--- src/include/pic_pkg.sv ---
// Shared constants, types and helpers for the prioritized interrupt controller
package pic_pkg;

  // ==========================================================================
  // Source numbering (maskable sources 1..10, 0 is the non-maskable input)
  // ==========================================================================
  localparam int NSRC     = 11;
  localparam int NMSK     = 10;
  localparam int SRC_TMR  = 1;
  localparam int SRC_DMA0 = 2;
  localparam int SRC_DMA1 = 3;
  localparam int SRC_INT0 = 4;
  localparam int SRC_INT1 = 5;
  localparam int SRC_INT4 = 8;
  localparam int SRC_WDOG = 9;
  localparam int SRC_SER  = 10;

  // ==========================================================================
  // Fixed type codes
  // ==========================================================================
  localparam logic [7:0] TYPE_NMI  = 8'h02;
  localparam logic [7:0] TYPE_TMR0 = 8'h08;
  localparam logic [7:0] TYPE_TMR1 = 8'h12;
  localparam logic [7:0] TYPE_TMR2 = 8'h13;
  localparam logic [7:0] TYPE_DMA0 = 8'h0A;
  localparam logic [7:0] TYPE_DMA1 = 8'h0B;
  localparam logic [7:0] TYPE_INT0 = 8'h0C;
  localparam logic [7:0] TYPE_WDOG = 8'h11;
  localparam logic [7:0] TYPE_SER  = 8'h14;
  localparam logic [2:0] EXC_NMI_SLOT = 3'h2;

  // Slave mode: low three type bits added to the programmed base
  localparam logic [2:0] SLV_TMR0 = 3'h0;
  localparam logic [2:0] SLV_DMA0 = 3'h2;
  localparam logic [2:0] SLV_DMA1 = 3'h3;
  localparam logic [2:0] SLV_TMR1 = 3'h4;
  localparam logic [2:0] SLV_TMR2 = 3'h5;

  // ==========================================================================
  // Register map (byte addresses) and fields
  // ==========================================================================
  localparam logic [7:0] OFS_CTRL  = 8'h00;
  localparam logic [7:0] OFS_MASK  = 8'h04;
  localparam logic [7:0] OFS_PRIO  = 8'h08;
  localparam logic [7:0] OFS_EOI   = 8'h0C;
  localparam logic [7:0] OFS_INSV  = 8'h10;
  localparam logic [7:0] OFS_PEND  = 8'h14;
  localparam logic [7:0] OFS_SBASE = 8'h18;
  localparam logic [7:0] OFS_STAT  = 8'h1C;

  localparam int CTRL_SLAVE    = 0;
  localparam int CTRL_SFN0     = 1;
  localparam int CTRL_SFN1     = 2;
  localparam int CTRL_TRIG_LSB = 3;
  localparam int EOI_NSPEC     = 15;

  localparam logic [7:0]  CTRL_RST  = 8'h00;
  localparam logic [9:0]  MASK_RST  = 10'h3FF;
  localparam logic [4:0]  SBASE_RST = 5'h01;
  // Power-on levels, source 10 down to 1; lower value ranks higher
  localparam logic [29:0] PRIO_RST  = {3'h7, 3'h7, 3'h7, 3'h6, 3'h5,
                                       3'h4, 3'h3, 3'h2, 3'h1, 3'h0};

  // ==========================================================================
  // Types
  // ==========================================================================
  typedef struct packed {
    logic       valid;
    logic [7:0] code;
    logic [9:0] vector;
  } pic_req_t;

  typedef struct packed {
    logic       hit;
    logic [3:0] idx;
    logic [2:0] lvl;
  } pic_pick_t;

  typedef enum logic [2:0] {
    ST_IDLE  = 3'b001,
    ST_OFFER = 3'b010,
    ST_ACK   = 3'b100
  } pic_state_t;

  typedef enum logic [1:0] {
    K_EXC = 2'h0,
    K_NMI = 2'h1,
    K_MSK = 2'h2
  } pic_kind_t;

  function automatic logic [9:0] pic_vec(input logic [7:0] code);
    return {code, 2'h0};
  endfunction

endpackage

--- src/logic/pic_top.sv ---
// Prioritized interrupt controller with APB register access
// Functional notes
// - Five pins, NMI, timers, DMA, serial accepted
// - Pending requests ranked, offered one at a time
// - Each pin works as direct request in master mode
// - Slave mode serves external cascaded master
// - Higher priority nests over lower
// - Acceptance blocks; set IF allows equal/higher
// - In-service bit blocks same source
// - Special nesting ignores in-service for pins 0/1
// - Power-on priority levels unless reprogrammed
// - NMI type 02h, vector 08h, no END_OF_SERVICE_CODE
// - Exceptions type 00h-07h except 02h, highest, no END_OF_SERVICE_CODE
// - Timers share one request, ranked 0>1>2
// - DMA0 type 0Ah, priority 3
// - DMA1 type 0Bh, priority 4
// - Pin 0 type 0Ch, priority 5
// - Pins 1-3 types 0Dh-0Fh, priorities 6-8
// - Pin 4, watchdog, serial lowest; off in slave
// - Slave mode: timer/DMA types programmable
// - Types 09h, 15h-1Fh never generated in master mode
`timescale 1ns/1ps
module pic_top import pic_pkg::*; (
  input  wire logic        pclk,               // APB clock, 20 MHz
  input  wire logic        presetn,            // Async reset, active low
  input  wire logic [7:0]  paddr,              // APB byte address
  input  wire logic        psel,               // APB select
  input  wire logic        penable,            // APB enable
  input  wire logic        pwrite,             // APB write
  input  wire logic [31:0] pwdata,             // APB write data
  output logic      [31:0] prdata,             // APB read data
  output logic             pready,             // APB ready
  output logic             pslverr,            // APB error
  input  wire logic [4:0]  external_request_pins, // Maskable request pins
  input  wire logic        nmi_pin,            // Non-maskable pin, rising edge
  input  wire logic [7:0]  cascade_type,       // Type from external master
  input  wire logic [2:0]  tmr_evt,            // Timer 2..0 event pulses
  input  wire logic [1:0]  dma_evt,            // DMA 1..0 done pulses
  input  wire logic        wdog_evt,           // Watchdog event pulse
  input  wire logic        ser_evt,            // Serial port event pulse
  input  wire logic        exc_req,            // Instruction exception pulse
  input  wire logic [2:0]  exc_code,           // Exception type code
  input  wire logic        cpu_if,             // Processor interrupt-enable flag
  input  wire logic        cpu_ack,            // Processor accepts offer
  output pic_req_t         cpu_req             // Offered request to processor
);

  // ==========================================================================
  // Pin synchronisers
  logic [4:0] pin_s;
  logic       nmi_s;
  logic [7:0] cas_s;

  pic_sync #(.WIDTH(14)) u_sync (
    .clk   (pclk),
    .rst_n (presetn),
    .din   ({cascade_type, nmi_pin, external_request_pins}),
    .dout  ({cas_s, nmi_s, pin_s})
  );

  // ==========================================================================
  // State
  logic [7:0]  ctrl_q;
  logic [9:0]  mask_q;
  logic [29:0] prio_q;
  logic [4:0]  sbase_q;
  logic [9:0]  insv_q;
  logic [2:0]  tmr_pend_q;
  logic [1:0]  dma_pend_q;
  logic [4:0]  pin_edge_q, pin_prev_q;
  logic        wdog_pend_q, ser_pend_q, nmi_prev_q, nmi_pend_q;
  logic        exc_pend_q, if_prev_q, if_ok_q;
  logic [2:0]  exc_code_q;
  pic_state_t  st_q;
  pic_kind_t   cur_kind_q;
  logic [3:0]  cur_src_q;
  logic [1:0]  cur_sub_q;
  logic [7:0]  cur_code_q;

  logic        slave, commit, take_msk, bus_go, wr_go, eoi_wr;
  logic [9:0]  pend, elig, eoi_clr, insv_set;
  logic [1:0]  tsub;
  logic [7:0]  m_code;
  pic_pick_t   mpick, ipick;

  assign slave    = ctrl_q[CTRL_SLAVE];
  assign commit   = (st_q == ST_OFFER) && cpu_ack;
  assign take_msk = commit && (cur_kind_q == K_MSK);
  assign bus_go   = psel && penable && !pready;
  assign wr_go    = psel && penable && pready && pwrite;
  assign eoi_wr   = wr_go && (paddr == OFS_EOI);

  // ==========================================================================
  // Request collection
  always_comb begin
    pend               = '0;
    pend[SRC_TMR-1]    = |tmr_pend_q;
    pend[SRC_DMA0-1]   = dma_pend_q[0];
    pend[SRC_DMA1-1]   = dma_pend_q[1];
    pend[SRC_WDOG-1]   = wdog_pend_q;
    pend[SRC_SER-1]    = ser_pend_q;
    for (int k = 0; k < 5; k++) begin
      // Level mode follows the pin, edge mode holds a latched edge
      pend[SRC_INT0-1+k] = ctrl_q[CTRL_TRIG_LSB+k] ? pin_s[k] : pin_edge_q[k];
    end
  end

  // Highest level currently in service
  pic_pick #(.N(NMSK)) u_isr_pick (
    .req  (insv_q),
    .lvls (prio_q),
    .pick (ipick)
  );

  always_comb begin
    logic [2:0] l;
    logic       blk, off;
    l    = '0;
    blk  = 1'b0;
    off  = 1'b0;
    elig = '0;
    for (int i = 0; i < NMSK; i++) begin
      l   = prio_q[3*i +: 3];
      blk = insv_q[i] && !((i == SRC_INT0-1 && ctrl_q[CTRL_SFN0]) ||
                           (i == SRC_INT1-1 && ctrl_q[CTRL_SFN1]));
      // Slave mode: pins 1..4, watchdog and serial drop out
      off = slave && (i >= SRC_INT1-1);
      elig[i] = pend[i] && !mask_q[i] && !blk && !off &&
                (!ipick.hit || l <= ipick.lvl);
    end
  end

  pic_pick #(.N(NMSK)) u_req_pick (
    .req  (elig),
    .lvls (prio_q),
    .pick (mpick)
  );

  // Timers among themselves: 0 over 1 over 2
  assign tsub = tmr_pend_q[0] ? 2'h0 : (tmr_pend_q[1] ? 2'h1 : 2'h2);

  // Type code of the winning maskable source
  always_comb begin
    m_code = '0;
    case (4'(mpick.idx + 4'h1))
      4'(SRC_TMR): begin
        case (tsub)
          2'h0:    m_code = slave ? {sbase_q, SLV_TMR0} : TYPE_TMR0;
          2'h1:    m_code = slave ? {sbase_q, SLV_TMR1} : TYPE_TMR1;
          default: m_code = slave ? {sbase_q, SLV_TMR2} : TYPE_TMR2;
        endcase
      end
      4'(SRC_DMA0): m_code = slave ? {sbase_q, SLV_DMA0} : TYPE_DMA0;
      4'(SRC_DMA1): m_code = slave ? {sbase_q, SLV_DMA1} : TYPE_DMA1;
      4'(SRC_INT0): m_code = slave ? cas_s : TYPE_INT0;
      4'(SRC_WDOG): m_code = TYPE_WDOG;
      4'(SRC_SER):  m_code = TYPE_SER;
      default:      m_code = 8'(TYPE_INT0 + 8'(mpick.idx) - 8'(SRC_INT0 - 1));
    endcase
  end

  // ==========================================================================
  // End-of-service decode
  always_comb begin
    logic [7:0] c;
    c       = '0;
    eoi_clr = '0;
    if (eoi_wr) begin
      if (pwdata[EOI_NSPEC]) begin
        eoi_clr[ipick.idx] = ipick.hit;
      end else begin
        for (int i = 0; i < NMSK; i++) begin
          case (i + 1)
            SRC_TMR:  c = slave ? {sbase_q, SLV_TMR0} : TYPE_TMR0;
            SRC_DMA0: c = slave ? {sbase_q, SLV_DMA0} : TYPE_DMA0;
            SRC_DMA1: c = slave ? {sbase_q, SLV_DMA1} : TYPE_DMA1;
            SRC_WDOG: c = TYPE_WDOG;
            SRC_SER:  c = TYPE_SER;
            default:  c = 8'(TYPE_INT0 + 8'(i) - 8'(SRC_INT0 - 1));
          endcase
          eoi_clr[i] = (pwdata[7:0] == c);
        end
      end
    end
  end

  assign insv_set = take_msk ? (10'h001 << (cur_src_q - 4'h1)) : 10'h000;

  // Set wins over a clear in the same cycle
  always_ff @(posedge pclk or negedge presetn) begin
    if (!presetn) begin
      insv_q <= '0;
    end else begin
      insv_q <= (insv_q & ~eoi_clr) | insv_set;
    end
  end

  // ==========================================================================
  // Pending latches
  always_ff @(posedge pclk or negedge presetn) begin
    if (!presetn) begin
      tmr_pend_q  <= '0;
      dma_pend_q  <= '0;
      wdog_pend_q <= 1'b0;
      ser_pend_q  <= 1'b0;
    end else begin
      for (int k = 0; k < 3; k++) begin
        tmr_pend_q[k] <= tmr_evt[k] | (tmr_pend_q[k] & !(take_msk &&
                         cur_src_q == 4'(SRC_TMR) && cur_sub_q == 2'(k)));
      end
      dma_pend_q[0] <= dma_evt[0] | (dma_pend_q[0] & !(take_msk && cur_src_q == 4'(SRC_DMA0)));
      dma_pend_q[1] <= dma_evt[1] | (dma_pend_q[1] & !(take_msk && cur_src_q == 4'(SRC_DMA1)));
      wdog_pend_q   <= wdog_evt | (wdog_pend_q & !(take_msk && cur_src_q == 4'(SRC_WDOG)));
      ser_pend_q    <= ser_evt | (ser_pend_q & !(take_msk && cur_src_q == 4'(SRC_SER)));
    end
  end

  always_ff @(posedge pclk or negedge presetn) begin
    if (!presetn) begin
      pin_prev_q <= '0;
      pin_edge_q <= '0;
    end else begin
      pin_prev_q <= pin_s;
      for (int k = 0; k < 5; k++) begin
        pin_edge_q[k] <= (pin_s[k] & !pin_prev_q[k]) | (pin_edge_q[k] & !(commit &&
                         cur_kind_q == K_MSK && cur_src_q == 4'(SRC_INT0 + k)));
      end
    end
  end

  always_ff @(posedge pclk or negedge presetn) begin
    if (!presetn) begin
      nmi_prev_q <= 1'b0;
      nmi_pend_q <= 1'b0;
    end else begin
      nmi_prev_q <= nmi_s;
      nmi_pend_q <= (nmi_s & !nmi_prev_q) |
                    (nmi_pend_q & !(commit && cur_kind_q == K_NMI));
    end
  end

  // Slot 2 belongs to the non-maskable input, never an exception
  always_ff @(posedge pclk or negedge presetn) begin
    if (!presetn) begin
      exc_pend_q <= 1'b0;
      exc_code_q <= '0;
    end else if (exc_req && exc_code != EXC_NMI_SLOT) begin
      exc_pend_q <= 1'b1;
      exc_code_q <= exc_code;
    end else if (commit && cur_kind_q == K_EXC) begin
      exc_pend_q <= 1'b0;
    end
  end

  // Acceptance holds off maskable offers until the flag rises again
  always_ff @(posedge pclk or negedge presetn) begin
    if (!presetn) begin
      if_prev_q <= 1'b0;
      if_ok_q   <= 1'b1;
    end else begin
      if_prev_q <= cpu_if;
      if (cpu_if && !if_prev_q) begin
        if_ok_q <= 1'b1;
      end else if (commit) begin
        if_ok_q <= 1'b0;
      end
    end
  end

  // ==========================================================================
  // Offer to the processor
  always_ff @(posedge pclk or negedge presetn) begin
    if (!presetn) begin
      st_q       <= ST_IDLE;
      cur_kind_q <= K_EXC;
      cur_src_q  <= '0;
      cur_sub_q  <= '0;
      cur_code_q <= '0;
      cpu_req    <= '0;
    end else begin
      case (st_q)
        ST_IDLE: begin
          if (exc_pend_q) begin
            cur_kind_q <= K_EXC;
            cur_code_q <= {5'h00, exc_code_q};
            cpu_req    <= '{valid: 1'b1, code: {5'h00, exc_code_q},
                            vector: pic_vec({5'h00, exc_code_q})};
            st_q       <= ST_OFFER;
          end else if (nmi_pend_q) begin
            cur_kind_q <= K_NMI;
            cur_code_q <= TYPE_NMI;
            cpu_req    <= '{valid: 1'b1, code: TYPE_NMI, vector: pic_vec(TYPE_NMI)};
            st_q       <= ST_OFFER;
          end else if (mpick.hit && cpu_if && if_ok_q) begin
            cur_kind_q <= K_MSK;
            cur_src_q  <= 4'(mpick.idx + 4'h1);
            cur_sub_q  <= tsub;
            cur_code_q <= m_code;
            cpu_req    <= '{valid: 1'b1, code: m_code, vector: pic_vec(m_code)};
            st_q       <= ST_OFFER;
          end
        end
        ST_OFFER: begin
          if (cpu_ack) begin
            cpu_req <= '0;
            st_q    <= ST_ACK;
          end
        end
        ST_ACK:   st_q <= ST_IDLE;
        default: begin
          st_q    <= ST_IDLE;
          cpu_req <= '0;
        end
      endcase
    end
  end

  // ==========================================================================
  // APB slave: answers one cycle into the access phase
  always_ff @(posedge pclk or negedge presetn) begin
    if (!presetn) begin
      ctrl_q  <= CTRL_RST;
      mask_q  <= MASK_RST;
      prio_q  <= PRIO_RST;
      sbase_q <= SBASE_RST;
    end else if (wr_go) begin
      case (paddr)
        OFS_CTRL:  ctrl_q  <= pwdata[7:0];
        OFS_MASK:  mask_q  <= pwdata[9:0];
        OFS_PRIO:  prio_q  <= pwdata[29:0];
        // Base never below 01h keeps slave types clear of 00h-07h
        OFS_SBASE: sbase_q <= (pwdata[7:3] == 5'h00) ? SBASE_RST : pwdata[7:3];
        default:   ctrl_q  <= ctrl_q;
      endcase
    end
  end

  always_ff @(posedge pclk or negedge presetn) begin
    if (!presetn) begin
      pready  <= 1'b0;
      pslverr <= 1'b0;
      prdata  <= '0;
    end else begin
      pready  <= bus_go;
      pslverr <= 1'b0;
      prdata  <= '0;
      if (bus_go) begin
        case (paddr)
          OFS_CTRL:  prdata <= {24'h0, ctrl_q};
          OFS_MASK:  prdata <= {22'h0, mask_q};
          OFS_PRIO:  prdata <= {2'h0, prio_q};
          OFS_EOI:   prdata <= '0;
          OFS_INSV:  prdata <= {22'h0, insv_q};
          OFS_PEND:  prdata <= {9'h0, exc_pend_q, nmi_pend_q, tmr_pend_q, 8'h0, pend};
          OFS_SBASE: prdata <= {24'h0, sbase_q, 3'h0};
          OFS_STAT:  prdata <= {19'h0, cur_kind_q, st_q, cur_code_q};
          default:   pslverr <= 1'b1;
        endcase
      end
    end
  end

endmodule

--- src/logic/pic_sync.sv ---
// Two-flop synchroniser for pin inputs
`timescale 1ns/1ps
module pic_sync #(
  parameter int WIDTH = 1
) (
  input  wire logic             clk,   // Clock
  input  wire logic             rst_n, // Async reset, active low
  input  wire logic [WIDTH-1:0] din,   // Asynchronous input
  output logic      [WIDTH-1:0] dout   // Synchronised output
);

  logic [WIDTH-1:0] meta_q;

  always_ff @(posedge clk or negedge rst_n) begin
    if (!rst_n) begin
      meta_q <= '0;
      dout   <= '0;
    end else begin
      meta_q <= din;
      dout   <= meta_q;
    end
  end

endmodule

--- src/logic/pic_pick.sv ---
// Picks the best request by level; ties go to the lower position
`timescale 1ns/1ps
module pic_pick import pic_pkg::*; #(
  parameter int N = 10
) (
  input  wire logic [N-1:0]   req,  // Candidate requests
  input  wire logic [3*N-1:0] lvls, // Three-bit level per position
  output pic_pick_t           pick  // Winner
);

  always_comb begin
    pick = '0;
    for (int i = 0; i < N; i++) begin
      if (req[i] && (!pick.hit || lvls[3*i +: 3] < pick.lvl)) begin
        pick.hit = 1'b1;
        pick.idx = 4'(i);
        pick.lvl = lvls[3*i +: 3];
      end
    end
  end

endmodule

--- config.mk ---
export PLATFORM = sky130hd
export DESIGN_NAME = pic_top
export DESIGN_NICKNAME = d
export VERILOG_FILES = /design/src/include/pic_pkg.sv /design/src/logic/pic_top.sv /design/src/logic/pic_sync.sv /design/src/logic/pic_pick.sv
export SDC_FILE = /design/constraint.sdc
export NUM_CORES = 1
export LEC_CHECK = 0
export BUFFER_PORTS_ARGS = -buffer_cell sky130_fd_sc_hd__buf_4
export CAP_MARGIN = 20
export CORE_MARGIN = 2
export CORE_UTILIZATION = 40
export CTS_CLUSTER_DIAMETER = 80
export CTS_CLUSTER_SIZE = 25
export DETAILED_ROUTE_END_ITERATION = 6
export PLACE_DENSITY = 0.58
export SETUP_SLACK_MARGIN = 0.1
export SLEW_MARGIN = 25
export SYNTH_ARGS = -nofsm -noshare
export SYNTH_HDL_FRONTEND = slang
export SYNTH_SLANG_ARGS = --single-unit
--- constraint.sdc ---
create_clock -name pclk -period 31.9 [get_ports pclk]
set_input_delay 6.38 -clock pclk [delete_from_list [all_inputs] [get_ports pclk]]
set_output_delay 6.38 -clock pclk [all_outputs]
set_load 0.05 [all_outputs]
==> Word level (Yosys, flattened, before mapping) <==
Index checks and enable logic that the tools add are counted.
{ "totals": {"register_bits": 188, "inputBits": 72, "output_inout_bits": 53, "elab_cells": 425} }
{ "op_classes": {"addsub": 4, "n_lt_le_gt_ge": 30, "n_eq_ne": 44, "shifts": 1, "muxes": 85, "n_bitwise": 39, "reduce_logical": 192} }
{ "op_table": {"columns": ["cell", "count"], "rows": [
  ["two-way mux 8 bit", 49],
  ["case mux 30 bit (7 select lines)", 1],
  ["logical AND 1 bit", 83],
  ["equality test 8 bit", 10],
  ["two-way mux 19 bit", 4],
  ["zero test 1 bit", 63],
  ["case mux 19 bit (3 select lines)", 1],
  ["< comparator 3 bit", 18],
  ["case mux 8 bit (6 select lines)", 1],
  ["equality test 8 x 5 -> 1 bit, second input constant", 4],
  ["two-way mux 32 bit", 1],
  ["<= comparator 3 bit", 10],
  ["two-way mux 10 bit", 3],
  ["logical OR 1 bit", 28],
  ["AND 10 bit", 2],
  ["equality test 4 x 3 -> 1 bit, second input constant", 5],
  ["equality test 4 bit, second input constant", 5],
  ["AND 1 bit", 19],
  ["equality test 4 x 2 -> 1 bit, second input constant", 4],
  ["equality test 8 x 4 -> 1 bit, second input constant", 2],
  ["case mux 8 bit (2 select lines)", 1],
  ["OR 1 bit", 13],
  ["two-way mux 1 bit", 12],
  ["two-way mux 3 bit", 4],
  ["other kinds (34)", 52]
]} }

==> Longest topological paths before layout <==
Gate-level depths: netlist of the first run.
{ "logic_depth": {"depth_word": 84, "mapped_depth": 140, "mapped_depth_nobuf": 134} }

==> By module <==
A second synthesis of the first run with hierarchy kept.
{ "hier_totals": {"hier_cells": 1242, "hier_area_um2": 11701.2} }
{ "modules_own_cells": {"columns": ["module", "instances", "cells_per_inst", "area_each_um2", "seq_area_each_um2"], "rows": [
  ["pic_top", 1, 798, 8057.7, 3742.3],
  ["pic_pick", 2, 208, 1471.4, 0.0],
  ["pic_sync", 1, 28, 700.7, 700.7]
]} }

==> Least setup slack after synthesis of the first run <==
OpenSTA, ideal clock, no wires.
{ "synth_path": {"kind": "reg2reg", "start": "reg insv_q[0]", "end": "reg cur_code_q[4]", "arrival_time_ns": 24.444, "path_slack_ns": 7.325, "path_stages_with_launch": 137, "n_path_buf": 6, "synth_period_minus_slack_ns": 24.575, "cell_sequence": "dfrtp_1 buf_4 nand2_1 ha_1 nand2_1 a22oi_1 nor2b_1 a32o_1 inv_1 ha_1 a21oi_1 o211ai_1 inv_1 a21oi_2 mux2i_1 inv_1 ha_1 or3b_1 [101 not listed] o21bai_1 nor2_1 nor2_1 nor2b_1 mux2i_1 nand2b_1 clkbuf_1 a21oi_1 inv_1 ha_1 or3_1 nand2_1 nor2_1 a21oi_1 o32ai_1 a32o_1 o211ai_1 nand3_1"} }
{ "synth_between": {"elab_chain_cells": 83} }
{ "synth_rtl": {"columns": ["element", "line_no", "rtl"], "rows": [
  ["start, declared", "pic_top.sv:67", "logic [9:0] insv_q;"],
  ["start signal, assigned", "pic_top.sv:194", "insv_q <= (insv_q & ~eoi_clr) | insv_set;"],
  ["two-way mux 8 bit", "pic_pick.sv:14", "if (req[i] && (!pick.hit || lvls[3*i +: 3] < pick.lvl)) begin"],
  ["< comparator 3 bit / zero test 1 bit (equally long branches)", "pic_pick.sv:14", null],
  ["logical OR 1 bit", "pic_pick.sv:14", null],
  ["logical AND 1 bit", "pic_pick.sv:14", null],
  ["two-way mux 8 bit", "pic_pick.sv:14", null],
  ["< comparator 3 bit / zero test 1 bit (equally long branches)", "pic_pick.sv:14", null],
  ["logical OR 1 bit", "pic_pick.sv:14", null],
  ["logical AND 1 bit", "pic_pick.sv:14", null],
  ["[67 not listed]", null, null],
  ["logical AND 1 bit", "pic_pick.sv:14", null],
  ["two-way mux 8 bit *", "pic_pick.sv:14", null],
  ["adder 4 x 4 -> 5 bit / adder 4 x 1 -> 4 bit (equally long branches)", "pic_top.sv:158, pic_top.sv:145", null],
  ["subtractor 5 x 2 -> 6 bit (tied with other cells)", "pic_top.sv:158", "default: m_code = 8'(TYPE_INT0 + 8'(mpick.idx) - 8'(SRC_INT0 - 1));"],
  ["case mux 8 bit (6 select lines)", "pic_top.sv:145", "case (4'(mpick.idx + 4'h1))"],
  ["two-way mux 8 bit", "pic_top.sv:294", "end else if (mpick.hit && cpu_if && if_ok_q) begin"],
  ["two-way mux 8 bit", "pic_top.sv:289", "end else if (nmi_pend_q) begin"],
  ["two-way mux 8 bit", "pic_top.sv:283", "if (exc_pend_q) begin"],
  ["end signal, assigned", "pic_top.sv:285", "cur_code_q <= {5'h00, exc_code_q};"],
  ["end signal, assigned", "pic_top.sv:298", "cur_code_q <= m_code;"],
  ["end, declared", "pic_top.sv:78", "logic [7:0] cur_code_q;"]
]} }
Mark *: on every way between the ends. The rest lies on a longest branch, timed or not. The select of a mux whose other input is x is not followed.
A chain may end at the register's enable or synchronous reset.

==> Worst setup path after layout of the first run <==
{ "layout_path": {"start": "reg insv_q[0]", "end": "reg cpu_req[14] in the netlist's numbering"} }
{ "layout_between": {"elab_chain_cells": 84} }
{ "layout_rtl": {"columns": ["element", "line_no", "rtl"], "rows": [
  ["two-way mux 8 bit", "pic_pick.sv:14", null],
  ["< comparator 3 bit / zero test 1 bit (equally long branches)", "pic_pick.sv:14", null],
  ["logical OR 1 bit", "pic_pick.sv:14", null],
  ["logical AND 1 bit", "pic_pick.sv:14", null],
  ["two-way mux 8 bit", "pic_pick.sv:14", null],
  ["< comparator 3 bit / zero test 1 bit (equally long branches)", "pic_pick.sv:14", null],
  ["logical OR 1 bit", "pic_pick.sv:14", null],
  ["logical AND 1 bit", "pic_pick.sv:14", null],
  ["[68 not listed]", null, null],
  ["two-way mux 8 bit *", "pic_pick.sv:14", null],
  ["adder 4 x 4 -> 5 bit / adder 4 x 1 -> 4 bit (equally long branches)", "pic_top.sv:158, pic_top.sv:145", null],
  ["subtractor 5 x 2 -> 6 bit (tied with other cells)", "pic_top.sv:158", null],
  ["case mux 8 bit (6 select lines)", "pic_top.sv:145", null],
  ["two-way mux 19 bit", "pic_top.sv:294", null],
  ["two-way mux 19 bit", "pic_top.sv:289", null],
  ["two-way mux 19 bit", "pic_top.sv:283", null],
  ["case mux 19 bit (3 select lines)", "pic_top.sv:281", "case (st_q)"],
  ["end signal, assigned", "pic_top.sv:286", "cpu_req <= '{valid: 1'b1, code: {5'h00, exc_code_q},"],
  ["end signal, assigned", "pic_top.sv:292", "cpu_req <= '{valid: 1'b1, code: TYPE_NMI, vector: pic_vec(TYPE_NMI)};"],
  ["end signal, assigned", "pic_top.sv:299", "cpu_req <= '{valid: 1'b1, code: m_code, vector: pic_vec(m_code)};"],
  ["end, declared", "pic_top.sv:45", "output pic_req_t cpu_req"]
]} }
Marked as above.

==> qor.csv, run 1 <==
stage;metric;value;unit
global_route;gr ovfl total;0;
drt;via count;9843;
finish;most frequent cells in the layout;dfrtp_1 (145), nand2_1 (138), buf_4 (129), nor2_1 (85), o21ai_0 (67);
place;Detail Placement HPWL;26400;um
pwr;combinational power share;0.204;
clock_network;worst-skew pair later-pin latency;0.45;ns
clock_network;TritonCTS clock tree;yes;
finish;Nets;1437;
synthesis;share of synthesized area spent on multiplexers;0.0658;
pwr;Sw Ratio;0.317;
clock_network;H-tree depth;4;
floorplanning;core box area;27700;um2
timing;Fmax achieved;35.6;MHz
timing;RSZ-0062 raised after global routing;false;
synthesis;async set-or-reset flop fraction in the synthesized netlist;1.00;
drt;Via-to-Cell Ratio;5.81;
timing;Least-Margin Pin Slew;1.04;ns
clock_network;root buf cell;clkbuf_16;
drt;post-route ant nets;0;
global_route;GRT Total Usage;0.243;
worst_setup_path;Crit Path Class;reg -> reg;
worst_setup_path;worst reg2reg setup slack;3.84;ns
floorplanning;IO Pins;125;
finish;# fillers;2665;
global_route;vias in the first global route;9499;
synthesis;Synth Flop Type;dfrtp_1;
worst_setup_path;slowest cell delay on critical path;0.65;ns
timing;Layout Skew;0.0182;ns
worst_setup_path;slowest stage cell on the critical path;dfrtp_1;
pwr;net load switching power;0.184;mW
timing;sum of negative setup slack;0;ns
worst_setup_path;crit path capture type;flip-flop;
pwr;Leak Pwr;5.86;nW
synthesis;Seq cells post-synth;176;
timing;Final Setup Violations;0;
pwr;power share of the clock group;0.370;
synthesis;adder-cell share of the synthesized area;0.0721;
timing;Tmin final;28.06;ns
clock_network;CTS resizes;0;
drt;DRC;0;
finish;area delta synth->final;16.1;%
clock_network;clock sink total;176;
synthesis;distinct cell type count after synthesis;101;
global_route;largest net degree at the start of global routing;98;
run_status;status;completed;
floorplanning;die area;29500;um2
drt;TritonRoute pass-1 iters;5;
synthesis;register area share after synthesis;0.395;
floorplanning;Starting Density;0.406;
pwr;Internal Pwr Total;0.397;mW
hold_path;HP Class;reg -> reg;
global_route;initial antenna violation count;0;
drt;Iter 0 DRT Violations;740;
timing;Slew Limit Fails;0;
synthesis;Syn Area/Cell;9.34;um2
synthesis;post-synthesis cell count;1203;
synthesis;Post-Synth XOR/XNOR Area;0.00390;
floorplanning;Die H;172;um
finish;layout cells sized above 1;0.217;
worst_setup_path;worst-path maximum fanout;20;
pwr;Pwr per Cell Area;44.5;nW/um2
synthesis;number of flops mapped to enable cells by yosys;0;
clock_network;Hold Buf Count CTS;0;
timing;final hold vios;0;
pwr;part of the power in registers;0.426;
timing;Final Cycle Share;0.879;
synthesis;Post-Synth Simple-Gate Area;0.184;
synthesis;yosys synthesis warning count;0;
pwr;Tot Pwr;0.581;mW
drt;drt wl/cell;20.6;um
job;maxcap violations;0;
finish;commonest non-fill, non-tap cell in the layout;dfrtp_1;
worst_setup_path;cell mode on critical path;ha_1;
synthesis;Synth Area in Compound Gates;0.234;
clock_network;CTS Buffer Depth;2;
pwr;peak supply drop;0.0000358;V
synthesis;largest family of logic cells by synthesized area;compound AO/OA/AOI/OAI gates;
global_route;first-pass GRT wire length;54100;um
timing;Slew HR;0.303;
clock_network;setup bufs post-CTS;0;
synthesis;Synth Cell Area;11200;um2
worst_setup_path;CP Data Arrival Time;28.36;ns
floorplanning;die width;172;um
worst_setup_path;worst path required time;32.21;ns
floorplanning;Cell Rows;61;
drt;routed wire length;34800;um
clock_network;TritonCTS Buffers;17;
place;GP Congestion;0.941;
place;IO Port Bufs;118;
clock_network;clock-pin slew on the worst setup and hold paths;0.07;ns
worst_setup_path;nature of the critical path startpoint;flip-flop;
power groups by stage:
stage          sequential [mW]  combinational (mW)  clock (mW)
2_1_floorplan            0.253              0.0756           0
3_3_place_gp             0.251               0.117           0
3_5_place_dp             0.251               0.118           0
4_1_cts                  0.247               0.119       0.219
5_1_grt                  0.248               0.131       0.228
6_report                 0.247               0.119       0.215
layout make-up:
| class | instances | area (um2) | area share |
|---|---|---|---|
| repair buffers | 131 | 993 | 0.0761 |
| well taps | 378 | 473 | 0.0362 |
| flip-flops and latches | 176 | 4440 | 0.340 |
| clock buffers | 20 | 447 | 0.0342 |
| clock inverters | 12 | 149 | 0.0114 |
| diodes | 1 | 2.50 | 0.000192 |
| multi-input cells | 915 | 6320 | 0.484 |
| inverters | 60 | 225 | 0.0173 |
stage by stage:
step / cell area [um2] / std cells / setup slack (ns) / util / hold slack [ns]
4_1_cts: 13000 / 1692 / 4.07 / 0.471 / 0.351
2_1_floorplan: 11300 / 1206 / 7.32 / - / 0.331
3_3_place_gp: 12400 / 1660 / 4.40 / 0.449 / 0.332
3_5_place_dp: 12400 / 1660 / 4.09 / 0.449 / 0.335
5_1_grt: 13000 / 1692 / 1.26 / 0.471 / 0.359
6_report: 13100 / 1693 / 3.84 / 0.471 / 0.350
worst paths after layout:
kind,endpoint,cells after the start,start
worst max-delay path,cpu_req[14]$_DFFE_PN0P_,129,insv_q[0]$_DFF_PN0_
min in group asynchronous,prdata[14]$_DFF_PN0_,1,presetn
worst max register to register,cpu_req[14]$_DFFE_PN0P_,129,insv_q[0]$_DFF_PN0_
worst min register to register,u_sync.dout[13]$_DFF_PN0_,0,u_sync.meta_q[13]$_DFF_PN0_
max in group asynchronous,cpu_req[12]$_DFFE_PN0P_,2,presetn
worst min-delay path,u_sync.dout[13]$_DFF_PN0_,0,u_sync.meta_q[13]$_DFF_PN0_
synthesized netlist by cell type, drive strengths merged (6+ instances only):
cell type	instances	area [um2]
nand2	139	524
nor2b	18	120
dfrtp	145	3630
nor4	6	37.5
o22ai	7	43.8
or3	10	67.6
o21ai	72	368
a221oi	8	70.1
a2bb2oi	6	65.1
o211ai	15	118
a21boi	8	60.1
dfstp	31	815
and3	20	130
nor3b	6	45.0
mux2i	9	90.1
clkbuf	31	116
nor3	25	135
ha	64	801
nand4	8	50.1
nand2b	19	126
inv	60	225
o21a	19	143
or2	7	43.8
o31ai	9	95.1
and2	8	50.1
nand3	37	185
a31oi	19	140
buf	24	155
a21oi	49	253
nand3b	9	67.6
o31a	7	61.3
a211oi	10	75.1
nor2	87	334
o211a	10	100
mux2	57	649
a21o	25	188
a22oi	32	240
metal layers:
layer	vias up	track usage	wire length, um
li1	4653	-	-
met1	4800	0.322	15600
met2	330	0.400	16100
met3	60	0.0400	1870
met4	0	0.0895	1200
met5	-	0	0
flip-flops by register name, summed over array words and instances, names as in the netlist, 2 cells and up:
name	flops
sbase_q	5
st_q	3
pin_edge_q	5
dma_pend_q	2
cpu_req	9
cur_code_q	8
prdata	30
cur_kind_q	2
tmr_pend_q	3
pin_prev_q	5
insv_q	10
mask_q	10
ctrl_q	8
u_sync.dout	14
prio_q	30
u_sync.meta_q	14
cur_sub_q	2
cur_src_q	4
exc_code_q	3
logic make-up (layout without fill, tap and decap cells):
| family | Yosys count | in the layout |
|---|---|---|
| adders and majority gates | 65 | 65 |
| AOI/OAI and AO/OA | 359 | 359 |
| DFF | 176 | 176 |
| other | 1 | 5 |
| buffers and inverters | 115 | 223 |
| and+or+nand+nor | 416 | 416 |
| xor gates and xnor gates | 5 | 5 |
| muxes | 66 | 66 |
worst max-delay path: cells and delay by family (launching register included):
| family | cells | cell delay [ns] |
|---|---|---|
| AO/OA/AOI/OAI | 61 | 12.98 |
| AND/OR/NAND/NOR | 35 | 6.60 |
| adder cells (fa/ha/maj) | 17 | 4.57 |
| multiplexers | 7 | 2.14 |
| buffers and inverters | 9 | 0.94 |
| flip-flops | 1 | 0.65 |
No activity file was read; power rests on OpenSTA's default activity.
==> run 2: changes to the inputs <==
--- a/config.mk
+++ b/config.mk
@@ -5,11 +5,11 @@
 export SDC_FILE = /design/constraint.sdc
 export NUM_CORES = 1
 export LEC_CHECK = 0
+export ABC_AREA = 1
 export BUFFER_PORTS_ARGS = -buffer_cell sky130_fd_sc_hd__buf_4
 export CAP_MARGIN = 20
 export CORE_MARGIN = 2
 export CORE_UTILIZATION = 40
-export CTS_CLUSTER_DIAMETER = 80
 export CTS_CLUSTER_SIZE = 25
 export DETAILED_ROUTE_END_ITERATION = 6
 export PLACE_DENSITY = 0.58
==> qor.csv, run 2 <==
stage;metric;value;unit
run_status;status;completed;
floorplanning;Starting Density;0.408;
floorplanning;Die H;164;um
floorplanning;IO Pins;125;
drt;drt wl/cell;17.0;um
synthesis;number of flops mapped to enable cells by yosys;0;
pwr;peak supply drop;0.0000547;V
finish;Ant. Diodes;0;
floorplanning;die area;27000;um2
worst_setup_path;CP Data Arrival Time;20.86;ns
drt;TritonRoute pass-1 iters;7;
place;dpl ws;11.53;ns
pwr;power share of the clock group;0.220;
timing;RSZ-0062 raised after global routing;false;
clock_network;CTS resizes;0;
clock_network;TritonCTS Buffers;17;
synthesis;post-synthesis cell count;1292;
worst_setup_path;Crit. Startpoint;insv_q[0]$_DFF_PN0_;
global_route;first-pass GRT wire length;46800;um
worst_setup_path;cell mode on critical path;nand2_1;
drt;DRC;0;
pwr;Internal Pwr Total;0.535;mW
timing;Slew Limit Fails;0;
hold_path;HP Class;reg -> reg;
timing;sum of negative setup slack;0;ns
worst_setup_path;RR Endpoint;cur_code_q[1]$_DFFE_PN0P_;
clock_network;setup bufs post-CTS;0;
synthesis;Synth Flop Type;dfrtp_1;
synthesis;synth top area cells;dfrtp_1 (35%), nand2_1 (13%), dfstp_2 (7.9%);
pwr;combinational power share;0.536;
worst_setup_path;slowest stage cell on the critical path;dfrtp_1;
floorplanning;die width;164;um
finish;most frequent cells in the layout;nand2_1 (351), dfrtp_1 (145), inv_1 (133), buf_4 (128), o21ai_0 (98);
global_route;routing usage on met2;0.369;
floorplanning;Cell Rows;58;
global_route;GRT Total Usage;0.230;
worst_setup_path;Setup crit end;cur_code_q[1]$_DFFE_PN0P_;
clock_network;clock-pin slew on the worst setup and hold paths;0.08;ns
pwr;Sw Ratio;0.472;
worst_setup_path;worst reg2reg path startpoint;insv_q[0]$_DFF_PN0_;
synthesis;async set-or-reset flop fraction in the synthesized netlist;1.00;
global_route;gr ovfl total;0;
pwr;net load switching power;0.478;mW
synthesis;Yosys top cell area share;0.353;
worst_setup_path;worst-path maximum fanout;11;
clock_network;worst-skew pair later-pin latency;0.45;ns
floorplanning;core box area;25200;um2
timing;final hold vios;0;
worst_setup_path;nature of the critical path startpoint;flip-flop;
timing;Final Cycle Share;0.642;
timing;Least-Margin Pin Slew;0.916;ns
finish;fin util;0.481;
timing;Final Setup Violations;0;
synthesis;Seq cells post-synth;176;
global_route;Top Usage Layer GRT;met2;
place;dpl cells;1720;
worst_setup_path;Reg2Reg Depth;144;
synthesis;yosys synthesis warning count;0;
worst_setup_path;worst path required time;32.28;ns
clock_network;TritonCTS clock tree;yes;
clock_network;clock sink total;176;
finish;design area;12100;um2
pwr;Pwr per Cell Area;83.6;nW/um2
clock_network;CTS Buffer Depth;2;
timing;final setup margin;11.42;ns
worst_setup_path;worst reg2reg setup slack;11.42;ns
synthesis;most common cell in the netlist;nand2_1;
drt;post-route ant nets;0;
drt;Iter 0 DRT Violations;804;
finish;biggest regs;prdata x30, prio_q x30;
timing;Hold WS;0.350;ns
clock_network;root buf cell;clkbuf_16;
pwr;part of the power in registers;0.244;
worst_setup_path;slowest cell delay on critical path;0.67;ns
global_route;vias in the first global route;8647;
drt;via count;9125;
synthesis;synth cell count leaders;nand2_1 (351), dfrtp_1 (145), inv_1 (133);
place;GP Congestion;0.910;
finish;Finished Layout Cells;1752;
timing;Fmax achieved;48.8;MHz
place;Area after DPL;11500;um2
synthesis;Synth Cell Area;10300;um2
timing;Slew HR;0.387;
drt;routed wire length;29700;um
place;IO Port Bufs;118;
timing;Tmin final;20.48;ns
pwr;Tot Pwr;1.01;mW
clock_network;H-tree depth;4;
global_route;met3 Use GR;0.0348;
synthesis;distinct cell type count after synthesis;57;
timing;Layout Skew;0.0131;ns
global_route;largest net degree at the start of global routing;68;
job;maxcap violations;0;
worst_setup_path;Crit Path Class;reg -> reg;
drt;Via-to-Cell Ratio;5.21;
synthesis;register area share after synthesis;0.432;
clock_network;Hold Buf Count CTS;0;
finish;area delta synth->final;17.8;%
pwr;Leak Pwr;6.10;nW
synthesis;Syn Area/Cell;7.96;um2
worst_setup_path;crit path capture type;flip-flop;
global_route;initial antenna violation count;0;
synthesis;Synth area leader;dfrtp_1;
global_route;met1 Usage GRT;0.317;
finish;commonest non-fill, non-tap cell in the layout;nand2_1;
hold_path;Min-Delay Startpoint;u_sync.meta_q[2]$_DFF_PN0_;
place;Detail Placement HPWL;23200;um
finish;Nets;1545;
finish;layout cells sized above 1;0.184;
## run 2: cell types whose count changed in the layout (fill, tap and decap cells not counted), sizes merged, moves of 21 or more
| cell | previous run | this run |
|---|---|---|
| nand2 | 139 | 382 |
| inv | 65 | 150 |
| nand3 | 37 | 88 |
| mux2 | 57 | 9 |
| o21ai | 72 | 111 |
| a22oi | 32 | 0 |
| a21o | 25 | 4 |
| a21oi | 49 | 70 |
## run 2: how the worst min path moves through the flow
stage	to	slack, ns	cells after the start
2_1_floorplan	u_sync.dout[0]$_DFF_PN0_	0.33	0
3_3_place_gp	u_sync.dout[4]$_DFF_PN0_	0.33	0
3_5_place_dp	u_sync.dout[2]$_DFF_PN0_	0.33	0
4_1_cts	u_sync.dout[2]$_DFF_PN0_	0.35	0
5_1_grt	u_sync.dout[10]$_DFF_PN0_	0.36	0
6_report	u_sync.dout[2]$_DFF_PN0_	0.35	0
## run 2: critical path, delay by kind of cell (launching register included)
kind / cells / cell delay [ns]
simple gates: 78 / 7.29
compound gates: 35 / 6.45
fa+ha+maj: 17 / 4.83
buf+inv: 14 / 1.14
flops: 1 / 0.67
## run 2: kinds of logic after synthesis
kind of cell	Yosys count	synth area share
simple gates	615	0.265
mux	10	0.0108
compound gates	243	0.140
flops	176	0.432
fa+ha+maj	64	0.0778
xor+xnor	2	0.00170
buf+inv	181	0.0727
other cells	1	0.000365
## run 2: area by class of cell
class                   count  area (um2)
fillers                  2500       13100
multi-input cells         938        5110
flip-flops and latches    176        4440
repair buffers            129         972
inverters                 147         552
clock buffers              17         425
well taps                 330         413
clock inverters            15         206
## run 2: routing by layer
metal | part of all wire | wire length, um
met3 | 0.057 | 1710
met4 | 0.025 | 737
met1 | 0.46 | 13500
met2 | 0.46 | 13700
met5 | 0 | 0
## run 2: power by group through the flow
stage	combinational (mW)	sequential [mW]	clock [mW]
after floorplan	0.408	0.257	0
after global placement	0.527	0.251	0
after detailed placement	0.536	0.252	0
after CTS	0.540	0.247	0.227
after global routing	0.614	0.249	0.237
final	0.542	0.247	0.223
